File: config.mk
export PLATFORM = sky130hd
export DESIGN_NAME = bcdt_ctrl
export DESIGN_NICKNAME = d
export VERILOG_FILES = /design/src/common/bcdt_pkg.sv /design/src/bcdt_ctrl.sv
export SDC_FILE = /design/constraint.sdc
export NUM_CORES = 1
export LEC_CHECK = 0
export BUFFER_PORTS_ARGS = -buffer_cell sky130_fd_sc_hd__buf_4
export CORE_AREA = 2 2 87 68
export DETAILED_ROUTE_END_ITERATION = 6
export DIE_AREA = 0 0 89 70
export GPL_TIMING_DRIVEN = 0
export PLACE_DENSITY = 0.77
export SLEW_MARGIN = 25
export SYNTH_ARGS = -nofsm -noshare
export SYNTH_HDL_FRONTEND = slang
export SYNTH_SLANG_ARGS = --single-unit
File: constraint.sdc
create_clock -name ref_clk -period 4.7 [get_ports ref_clk]
set_input_delay 1.175 -clock ref_clk [delete_from_list [all_inputs] [get_ports ref_clk]]
set_output_delay 1.175 -clock ref_clk [all_outputs]
set_load 0.01 [all_outputs]
File: src/common/bcdt_pkg.sv
package bcdt_pkg;
	// Register location in configuration space (16-bit register)
	localparam logic [7:0] SSC_OFFSET = 8'h3e;
	localparam logic [15:0] SSC_RESET = 16'h0000;
	// Field positions
	localparam int DT_SERR_EN_BIT = 11;
	localparam int DT_STATUS_BIT = 10;
	localparam int SEC_DT_SEL_BIT = 9;
	localparam int PRI_DT_SEL_BIT = 8;
	localparam int FBB_BIT = 7;
	localparam int SEC_RST_BIT = 6;
	// Discard timer lengths in clocks
	localparam int DT_LONG_LOG2 = 15;
	localparam int DT_SHORT_LOG2 = 10;
	localparam int DT_WIDTH = 16;
	localparam logic [15:0] DT_LONG_CYC = 16'h8000;
	localparam logic [15:0] DT_SHORT_CYC = 16'h0400;

	// Configuration access to the register
	typedef struct packed
	{
		logic wr;
		logic rd;
		logic [7:0] addr;
		logic [1:0] be;
		logic [15:0] wdata;
	} bcdt_cfg_t;

	// Delayed transaction events for one interface
	typedef struct packed
	{
		logic done;
		logic taken;
	} bcdt_dly_t;
endpackage

File: src/bcdt_ctrl.sv
`timescale 1ns/1ps
// How it works
// Bits 15 to 12 read zero, writes ignored.
// Bit 11 set: primary discard timeout raises system error pulse.
// Bit 10 sets when either discard timer expires and discards.
// Bit 10 clears only by writing one; writing zero keeps it.
// Bit 9 picks secondary timer: 0 is 2^15 clocks, 1 is 2^10.
// Bit 8 picks primary timer: 0 is 2^15 clocks, 1 is 2^10.
// Masters must repeat retried requests within the timer period.
// Bit 7 reads zero; no fast back-to-back to different targets.
// Bit 6 set holds the secondary bus reset output asserted.
// Timer runs from target completion until master takes completion.
module bcdt_ctrl
(
	input wire logic ref_clk,
	input wire logic resetn,
	input wire bcdt_pkg::bcdt_cfg_t cfg,
	input wire bcdt_pkg::bcdt_dly_t pri_dly,
	input wire bcdt_pkg::bcdt_dly_t sec_dly,
	output logic [15:0] rdata,
	output logic pri_discard,
	output logic sec_discard,
	output logic serr_req,
	output logic sec_rst_n,
	output logic fbb_en
);
	logic serr_en_q, serr_en_d;
	logic status_q, status_d;
	logic sec_sel_q, sec_sel_d;
	logic pri_sel_q, pri_sel_d;
	logic sec_rst_q, sec_rst_d;
	logic [15:0] pri_cnt_q, pri_cnt_d, sec_cnt_q, sec_cnt_d;
	logic pri_run_q, pri_run_d, sec_run_q, sec_run_d;
	logic pri_exp, sec_exp;
	logic [15:0] rdata_d;
	logic hit_wr_hi, hit_rd;

	// Timer length from selection bit
	function automatic logic [15:0] dt_len(input logic short_sel);
		dt_len = short_sel ? bcdt_pkg::DT_SHORT_CYC : bcdt_pkg::DT_LONG_CYC;
	endfunction

	// Address decode
	always_comb
	begin
		hit_wr_hi = 1'b0;
		hit_rd = 1'b0;
		if (cfg.addr == bcdt_pkg::SSC_OFFSET)
		begin
			hit_wr_hi = cfg.wr && cfg.be[1];
			hit_rd = cfg.rd;
		end
	end

	// Timer expiry on last counted clock
	assign pri_exp = pri_run_q && !pri_dly.taken && (pri_cnt_q == 16'h0001);
	assign sec_exp = sec_run_q && !sec_dly.taken && (sec_cnt_q == 16'h0001);

	// Register bits and discard timers next state
	always_comb
	begin
		serr_en_d = serr_en_q;
		sec_sel_d = sec_sel_q;
		pri_sel_d = pri_sel_q;
		sec_rst_d = sec_rst_q;
		status_d = status_q;
		if (hit_wr_hi)
		begin
			serr_en_d = cfg.wdata[bcdt_pkg::DT_SERR_EN_BIT];
			sec_sel_d = cfg.wdata[bcdt_pkg::SEC_DT_SEL_BIT];
			pri_sel_d = cfg.wdata[bcdt_pkg::PRI_DT_SEL_BIT];
			if (cfg.wdata[bcdt_pkg::DT_STATUS_BIT])
				status_d = 1'b0;
		end
		if (cfg.wr && cfg.be[0] && cfg.addr == bcdt_pkg::SSC_OFFSET)
			sec_rst_d = cfg.wdata[bcdt_pkg::SEC_RST_BIT];
		if (pri_exp || sec_exp)
			status_d = 1'b1; // Set beats clear
		// Primary timer
		pri_run_d = pri_run_q;
		pri_cnt_d = pri_cnt_q;
		if (pri_dly.taken || pri_exp)
			pri_run_d = 1'b0;
		else if (pri_dly.done)
		begin
			pri_run_d = 1'b1;
			pri_cnt_d = dt_len(pri_sel_q);
		end
		else if (pri_run_q)
			pri_cnt_d = pri_cnt_q - 16'h0001;
		// Secondary timer
		sec_run_d = sec_run_q;
		sec_cnt_d = sec_cnt_q;
		if (sec_dly.taken || sec_exp)
			sec_run_d = 1'b0;
		else if (sec_dly.done)
		begin
			sec_run_d = 1'b1;
			sec_cnt_d = dt_len(sec_sel_q);
		end
		else if (sec_run_q)
			sec_cnt_d = sec_cnt_q - 16'h0001;
		// Read image, fixed bits zero
		rdata_d = 16'h0000;
		if (hit_rd)
		begin
			rdata_d[bcdt_pkg::DT_SERR_EN_BIT] = serr_en_q;
			rdata_d[bcdt_pkg::DT_STATUS_BIT] = status_q;
			rdata_d[bcdt_pkg::SEC_DT_SEL_BIT] = sec_sel_q;
			rdata_d[bcdt_pkg::PRI_DT_SEL_BIT] = pri_sel_q;
			rdata_d[bcdt_pkg::SEC_RST_BIT] = sec_rst_q;
		end
	end

	// State registers
	always_ff @(posedge ref_clk)
	begin
		if (!resetn)
		begin
			serr_en_q <= 1'b0;
			status_q <= 1'b0;
			sec_sel_q <= 1'b0;
			pri_sel_q <= 1'b0;
			sec_rst_q <= 1'b0;
			pri_run_q <= 1'b0;
			sec_run_q <= 1'b0;
			pri_cnt_q <= 16'h0000;
			sec_cnt_q <= 16'h0000;
			rdata <= 16'h0000;
			pri_discard <= 1'b0;
			sec_discard <= 1'b0;
			serr_req <= 1'b0;
			sec_rst_n <= 1'b1;
			fbb_en <= 1'b0;
		end
		else
		begin
			serr_en_q <= serr_en_d;
			status_q <= status_d;
			sec_sel_q <= sec_sel_d;
			pri_sel_q <= pri_sel_d;
			sec_rst_q <= sec_rst_d;
			pri_run_q <= pri_run_d;
			sec_run_q <= sec_run_d;
			pri_cnt_q <= pri_cnt_d;
			sec_cnt_q <= sec_cnt_d;
			rdata <= rdata_d;
			pri_discard <= pri_exp;
			sec_discard <= sec_exp;
			serr_req <= pri_exp && serr_en_q;
			sec_rst_n <= !sec_rst_d;
			fbb_en <= 1'b0;
		end
	end
endmodule

# Word level (Yosys, flattened, before mapping)
# Index checks and enable logic that the tools add are counted.
[op_classes]
bitwise_logic = 3
eq_ne = 3
addsub = 2
mux = 12
reduce_logical = 24
[ops]
columns = ["op", "n"]
rows = [
  ["2-to-1 mux 16 bit", 6],
  ["equality test 16 x 1 -> 1 bit (second input constant)", 2],
  ["subtractor 16 x 1 -> 16 bit (second input constant)", 2],
  ["equality test 8 x 6 -> 1 bit (second input constant)", 1],
  ["logical AND 1 bit", 8],
  ["AND reduction 2 bit", 4],
  ["nonzero test 2 bit", 4],
  ["2-to-1 mux 1 bit", 6],
  ["OR reduction 2 bit", 2],
  ["zero test 1 bit", 3],
  ["logical OR 1 bit", 3],
  ["inverter 1 bit", 3],
]
[totals]
output_inout_bits = 21
in_bits = 34
elab_cells = 59
register_bits = 59

# Logic depth before layout (Yosys ltp)
# Gate-level depths: netlist (run 1).
[depth]
ltp_word = 6
mapped_depth = 8
mapped_depth_nobuf = 6

# Worst setup path after synthesis (run 1)
# No wires, ideal clock.
[synth_path]
path_type = "input port to flip-flop"
from = "input sec_dly[0] (netlist bit)"
to = "register sec_cnt_q[11]"
path_stages = 6
arrival_time_ps = 2611
setup_ps = 86
setup_slack_ps = 2003
cell_sequence = "or4bb_1 > nor2_1 > clkbuf_1 > a211oi_1 > clkbuf_1 > a211oi_1"
[synth_between]
elab_chain_cells = 6
[synth_rtl]
columns = ["element", "line", "rtl"]
rows = [
  ["from (decl)", "bcdt_ctrl.sv:19", "input wire bcdt_pkg::bcdt_dly_t sec_dly,"],
  ["zero test 1 bit", "bcdt_ctrl.sv:57", "assign sec_exp = sec_run_q && !sec_dly.taken && (sec_cnt_q == 16'h0001);"],
  ["logical AND 1 bit (2 in series)", "bcdt_ctrl.sv:57", ""],
  ["logical OR 1 bit *", "bcdt_ctrl.sv:94", "if (sec_dly.taken || sec_exp)"],
  ["inverter 1 bit (no line) *", "--", ""],
  ["AND reduction 2 bit (no line) *", "--", ""],
  ["to (signal assigned)", "bcdt_ctrl.sv:146", "sec_cnt_q <= sec_cnt_d;"],
  ["to (decl)", "bcdt_ctrl.sv:32", "logic [15:0] pri_cnt_q, pri_cnt_d, sec_cnt_q, sec_cnt_d;"],
]
# Every way passes the cells marked *; elsewhere a longest branch is shown, timed or not.
# A chain may end at the register's enable or synchronous reset.

# Final worst setup path (run 1)
[layout_path]
from = "input sec_dly[0] (netlist bit)"
to = "register sec_cnt_q[12]"
# The elaborated chain is that of the path after synthesis.

==> flow_summary.yaml, run 1 <==
clocking:
  clk_pin_slew_ps: 90
  h-tree-depth: 2
  clock-sinks: 48
  clk_latency_ps: 310
  cts_inserted_buffers: 5
  cts_tree: "yes"
  root_buffer: "clkbuf_8"
  post_cts_buffers: 0
  cts_hold_buf: 0
  cts-resized-gates: 0
  clockBufferDepth: 2
route:
  wirelength_mm: 6.55
  wire_per_inst_um: 15.3
  drc: 0
  routed-via-count: 2542
  ant_nets: 0
  drtIter0Drc: 293
  drt-pass1-iter-count: 5
  routed_via_density: 5.94
setup_path:
  path_class: "in2reg"
  reg2reg_from: "sec_cnt_q[0]"
  critPathLaunch: "sec_dly[0]"
  critPathMaxStageDelay_ps: 600
  worstSetupStartpointType: "input pin"
  end_kind: "flop"
  cp_top_family: "buffers and inverters"
  cpMaxStageDelayCell: "or4bb_1"
  required_ps: 4920
  critPathArrivalTime_ps: 3230
  worst-path-buf-inv: 3
  cp_max_fo: 10
  crit_path_cell_trace: "buf_4 -> or4bb_1 -> nor2_1 -> clkbuf_1 -> a211oi_1 -> clkbuf_1 -> a211oi_1"
finish:
  stdcell_count: 428
  design_area_sq_mm: 0.00309
  areaGrowthSynthToFinish_pct: 18.8
  num-fill-cells: 499
  nets: 387
  antenna_cells: 0
  drive_gt1_share_pct: 18.6
timing:
  rsz0062_at_grt: "false"
  layout_worst_path_cycle_share_pct: 64.1
  worst_pin_slew_ps: 786
  hold_viol_final: 0
  setup-tns-final_ps: 0
  setup_viol: 0
  clock_skew_ps: 6.86
  maxSlewHeadroom_pct: 47.6
  drv_slew: 0
  fmax_mhz: 332
  layout_min_cycle_time_ps: 3010
floorplanning:
  coreArea_sq_mm: 0.00553
  start_util_pct: 47.1
  die_height_um: 70
  design.die.area_sq_mm: 0.00623
  rows: 24
  die_w_um: 89
  ios: 55
synthesis:
  ys_seq_area_share_pct: 36.9
  synth-main-ff-cell: "dfxtp_1"
  synth_edf_count: 0
  yosys_warnings: 0
  ys_async_sr_fraction_pct: 0
  ys_ff_latch: 48
  postSynthCellCount: 301
  post_synth_num_cell_types: 48
  synth_area_sq_mm: 0.00260
  syn_avg_cell_area_sq_um: 8.65
placed_design:
  routabilityCongestion: 0.990
  port_buffers: 30
  dp_hpwl_mm: 4.76
  placed_area_sq_mm: 0.00297
  dp.cells: 420
pwr:
  seqPwrFrac_pct: 44.7
  p_sw_share_pct: 30.9
  finalPower_mw: 1.01
  combPwrFrac_pct: 23.7
  vdd_ir_drop_max_mv: 0.135
  p_int_mw: 0.700
  clockPowerShare_pct: 31.5
  pwr_density_cell_mw_per_mm2: 327
  p_switching_mw: 0.313
  leakage_nw: 1.23
run:
  cap_violations: 0
global_routing:
  grt_max_degree: 16
  antenna_found_initial: 0
  grtUsageTotal_pct: 21.4
  globalRouteOverflowTotal: 0
  grt_pass1_wl_mm: 10.7
  grt_pass1_vias: 2270
hold_path:
  min-delay-start: "status_q"
  min_path_type: "reg2reg"
run_status:
  status: "completed"
## routing by layer
metal,wire [um],GRT usage (%)
met5,0,0
met4,87,6.47
met3,551,3.78
met1,3090,30.4
met2,2820,33.1
## worst reg2reg max path, stage by stage (launching register included)
cell      delay, ps
dfxtp_1         420
ha_1            170
or4bb_1         600
nor2_1          160
clkbuf_1        400
a211oi_1        220
clkbuf_1        290
a211oi_1        250
## synthesized netlist by cell type (all sizes together) (3+ instances only)
master / instances / area (sq um)
buf: 15 / 105
clkbuf: 15 / 56.3
inv: 10 / 37.5
nand4b: 4 / 35.0
dfxtp: 48 / 961
or4: 11 / 82.6
nand4: 5 / 31.3
a21oi: 7 / 35.0
o2111ai: 4 / 35.0
nor4: 8 / 50.1
o21ai: 15 / 75.1
nand2: 15 / 56.3
o31ai: 3 / 22.5
o41ai: 10 / 87.6
nor2: 17 / 63.8
or3: 11 / 68.8
o211ai: 5 / 37.5
a211o: 4 / 35.0
nand3: 4 / 20.0
nor3: 15 / 85.1
mux2i: 8 / 80.1
ha: 4 / 50.1
and2: 7 / 43.8
a211oi: 22 / 165
or4b: 3 / 30.0
or2: 4 / 25.0
## metrics by stage
step | utilization [%] | hold slack, ps | setup slack (ps)
finish | 56.0 | 463 | 1690
global route | 56.0 | 509 | 1540
CTS | 55.9 | 469 | 1780
detailed placement | 53.7 | 448 | 1460
global placement | 53.7 | 434 | 1460
floorplan | - | 423 | 2000
## final timing paths
check / cells past startpoint / slack [ps] / endpoint
worst max-delay path: 7 / 1690 / sec_cnt_q[12]
worst min-delay path: 1 / 460 / rdata[10]
worst max register to register: 7 / 2090 / sec_cnt_q[12]
worst min register to register: 1 / 460 / rdata[10]
## area by class of cell
type | instances | area [sq um] | share of cell area, %
Clock inverter | 2 | 38.8 | 1.25
Sequential cell | 48 | 961 | 31.1
Timing Repair Buffer | 30 | 225 | 7.28
Multi-Input combinational cell | 224 | 1490 | 48.2
Buffer | 30 | 161 | 5.22
Clock buffer | 6 | 82.6 | 2.67
Inverter | 10 | 37.5 | 1.21
Tap cell | 78 | 97.6 | 3.15
## placed cells by master, fill, tap and decap left out, types with 3 or more instances in the layout
master	netlist	layout
and2_1	7	7
clkbuf_8	0	6
o211ai_1	5	5
nand4_1	5	5
inv_1	10	10
o2111ai_1	4	4
nand3_1	4	4
a211o_1	4	4
clkbuf_1	15	15
or4_1	11	11
mux2i_1	8	8
buf_4	12	42
or4b_2	3	3
nand2_1	15	15
a211oi_1	22	22
or2_2	4	4
o41ai_1	10	10
nand4b_1	4	4
o31ai_1	3	3
o21ai_0	15	15
ha_1	4	4
buf_2	3	3
nor3_1	13	12
nor3_2	2	3
nor2_1	17	17
dfxtp_1	48	48
a21oi_1	7	7
or3_1	11	11
conb_1	1	12
nor4_1	8	8
## power by group through the flow
| stage | Combinational, mW | Sequential [mW] | Clock [mW] |
|---|---|---|---|
| finish | 0.241 | 0.453 | 0.319 |
| floorplan | 0.176 | 0.455 | 0 |
| global route | 0.266 | 0.457 | 0.341 |
| detailed placement | 0.234 | 0.462 | 0 |
| global placement | 0.230 | 0.461 | 0 |
| CTS | 0.235 | 0.453 | 0.323 |
## sequential cells by signal, summed over array words and instances (netlist names)
register     cells
sec_sel_q        1
pri_sel_q        1
sec_rst_q        1
pri_discard      1
pri_run_q        1
sec_rst_n        1
pri_cnt_q       16
sec_run_q        1
status_q         1
sec_cnt_q       16
serr_en_q        1
rdata            5
serr_req         1
sec_discard      1
## kinds of logic after synthesis
group | share of synthesized area [%]
mux | 3.08
buf+inv | 7.64
fa+ha+maj | 1.92
flops | 36.9
compound gates | 24.1
simple gates | 26.2
other cells | 0.144
Note: power is estimated with default switching activity, not from simulation.
==> run 2: changes to the inputs <==
--- a/config.mk
+++ b/config.mk
@@ -5,10 +5,11 @@
 export SDC_FILE = /design/constraint.sdc
 export NUM_CORES = 1
 export LEC_CHECK = 0
+export ABC_AREA = 1
 export BUFFER_PORTS_ARGS = -buffer_cell sky130_fd_sc_hd__buf_4
-export CORE_AREA = 2 2 87 68
+export CORE_AREA = 2 2 89 70
 export DETAILED_ROUTE_END_ITERATION = 6
-export DIE_AREA = 0 0 89 70
+export DIE_AREA = 0 0 91 72
 export GPL_TIMING_DRIVEN = 0
 export PLACE_DENSITY = 0.77
 export SLEW_MARGIN = 25
==> constraint.sdc (replaced) <==
create_clock -name ref_clk -period 2.9 [get_ports ref_clk]
set_input_delay 0.725 -clock ref_clk [delete_from_list [all_inputs] [get_ports ref_clk]]
set_output_delay 0.725 -clock ref_clk [all_outputs]
set_load 0.01 [all_outputs]
==> flow_summary.yaml, run 2 <==
timing:
  fmax_mhz: 594
  drv_slew: 0
  hold_slack_ps: 438
  hold_viol_final: 0
  layout_min_cycle_time_ps: 1680
  rsz0062_at_grt: "false"
  clock_skew_ps: 4.64
  worst_slack_ps: 1220
  setup-tns-final_ps: 0
  setup_viol: 0
  layout_worst_path_cycle_share_pct: 58.0
setup_path:
  reg2reg_from: "pri_cnt_q[1]"
  critPathLaunch: "pri_dly[0]"
  critPathMaxStageDelay_ps: 190
  cp_top_family: "simple AND/OR/NAND/NOR gates"
  r2r_slack_ps: 1310
  cpMaxStageDelayCell: "nor2_2"
  crit_path_cell_trace: "buf_4 -> inv_2 -> nand3_1 -> nor2_2 -> nand3_4 -> nand3_4 -> buf_6 -> o21a_1 -> nor2_1"
  path_class: "in2reg"
  r2r-end: "pri_cnt_q[11]"
  required_ps: 3070
  crit_path_end: "pri_cnt_q[11]"
  rr_worst_depth: 9
  worst-path-stages: 9
  end_kind: "flop"
  crit_top_cell: "nand3_4"
  worstSetupStartpointType: "input pin"
  worst-path-buf-inv: 3
  cp_max_fo: 10
  critPathArrivalTime_ps: 1850
run:
  cap_violations: 0
clocking:
  clk_pin_slew_ps: 90
  cts-resized-gates: 0
  clock-sinks: 48
  cts_tree: "yes"
  clk_latency_ps: 300
  cts_inserted_buffers: 5
  clockBufferDepth: 2
  cts_hold_buf: 0
  root_buffer: "clkbuf_8"
  h-tree-depth: 2
  post_cts_buffers: 0
placed_design:
  dp_hpwl_mm: 4.80
  pre_cts_slack_ps: 918
  placed_area_sq_mm: 0.00308
  routabilityCongestion: 0.922
  port_buffers: 28
synthesis:
  synth_commonest_cells: "83 x nand2_1, 72 x nor2_1, 50 x inv_1"
  yosys_warnings: 0
  synth_top_cell_by_area: "dfxtp_1"
  synth_compound_area_share_pct: 8.38
  yosys.area_share.simple_pct: 38.5
  synth_top_area_share_pct: 35.2
  synth_edf_count: 0
  synth_fa_ha_area_share_pct: 1.83
  synthMuxAreaShare_pct: 0
  synth-main-ff-cell: "dfxtp_1"
  yosysMostFrequentCell: "nand2_1"
  ys_seq_area_share_pct: 35.2
  synthXorXnorAreaFrac_pct: 1.92
  syn_avg_cell_area_sq_um: 6.63
  synth_area_sq_mm: 0.00273
  synth_top_cells_by_area: "dfxtp_1 35%, nand2_1 11%, nor2_1 9.9%"
  ys_async_sr_fraction_pct: 0
  postSynthCellCount: 412
  synth_top_family_by_area: "simple AND/OR/NAND/NOR gates"
  ys_ff_latch: 48
  post_synth_num_cell_types: 30
pwr:
  p_int_mw: 1.19
  clockPowerShare_pct: 32.5
  p_switching_mw: 0.531
  combPwrFrac_pct: 25.6
  vdd_ir_drop_max_mv: 0.288
  seqPwrFrac_pct: 41.9
  p_sw_share_pct: 30.8
  leakage_nw: 1.58
  pwr_density_cell_mw_per_mm2: 538
finish:
  layout_common_cells: "83 x nand2_1, 72 x nor2_1, 50 x inv_1"
  areaGrowthSynthToFinish_pct: 17.5
  design_area_sq_mm: 0.00321
  num-fill-cells: 568
  layout_commonest_cell: "nand2_1"
  antenna_cells: 0
  biggestRegsByFlops: "pri_cnt_q x16, sec_cnt_q x16, rdata x5"
  nets: 496
  fin_util_pct: 56.8
  drive_gt1_share_pct: 19.4
global_routing:
  grtUsageTotal_pct: 19.5
  grt-busiest-layer: "met2"
  grt_pass1_wl_mm: 10.5
  grt_pass1_vias: 2414
  globalRouteOverflowTotal: 0
  grt_max_degree: 15
  grt_util_met1_pct: 26.6
  grtUsageMet2_pct: 32.0
  grt_util_met3_pct: 3.63
  antenna_found_initial: 0
route:
  drtIter0Drc: 188
  wire_per_inst_um: 11.6
  ant_nets: 0
  routed-via-count: 2622
  drt-pass1-iter-count: 5
  wirelength_mm: 6.20
  drc: 0
  routed_via_density: 4.89
floorplanning:
  die_height_um: 72
  ios: 55
  design.die.area_sq_mm: 0.00655
  start_util_pct: 48.4
  die_w_um: 91
  rows: 24
  coreArea_sq_mm: 0.00565
run_status:
  status: "completed"
hold_path:
  min_path_type: "reg2reg"
[run 2: changes by cell type in the layout (fill, tap and decap cells not counted), moves of 13 or more]
cell	delta
inv_1	+40
nor2_2	+13
a211oi_1	-22
nand3_1	+30
nand2_1	+68
nor2_1	+55
clkbuf_1	-13
[run 2: kinds of logic after synthesis]
kind of cell               count (synthesis)
adders and majority gates                  4
buffers and inverters                     80
DFF                                       48
xor gates and xnor gates                   6
and+or+nand+nor                          231
AOI/OAI and AO/OA                         42
other                                      1
[run 2: area by class of cell]
type	count	area, sq um	share of cell area [%]
Buffer	21	161	5.03
Clock buffer	5	68.8	2.14
Clock inverter	2	60.1	1.87
Inverter	59	221	6.90
Multi-Input combinational cell	295	1430	44.5
Sequential cell	48	961	29.9
Tap cell	78	97.6	3.04
Timing Repair Buffer	28	210	6.55
[run 2: worst min path at each step]
stage                          from        end  cells past startpoint
after global placement     status_q  rdata[10]                      2
after global routing      sec_rst_q   rdata[6]                      2
after detailed placement   status_q  rdata[10]                      2
after floorplan            status_q  rdata[10]                      2
after CTS                 sec_rst_q   rdata[6]                      2
final                     sec_rst_q   rdata[6]                      2
[run 2: through the flow]
step	power, mW	instances
floorplan	1.08	423
global placement	1.16	529
detailed placement	1.17	529
CTS	1.74	536
global route	1.83	536
finish	1.73	536
[run 2: tightest hold or removal path, cell delays in order, from the launching register on]
cell and delay (ps):
dfxtp_1 320, inv_1 50, nor2_1 40
[run 2: power groups by stage]
stage | sequential, mW | combinational, mW | clock (mW)
after CTS | 0.723 | 0.435 | 0.578
final | 0.724 | 0.441 | 0.560
after floorplan | 0.731 | 0.345 | 0
after global routing | 0.728 | 0.501 | 0.596
after detailed placement | 0.738 | 0.433 | 0
after global placement | 0.737 | 0.424 | 0
[run 2: metal layers]
layer / vias up / routed length, um
met5: - / 0
met3: 7 / 390
met1: 1185 / 2970
met2: 84 / 2760
met4: 0 / 79
li1: 1346 / -
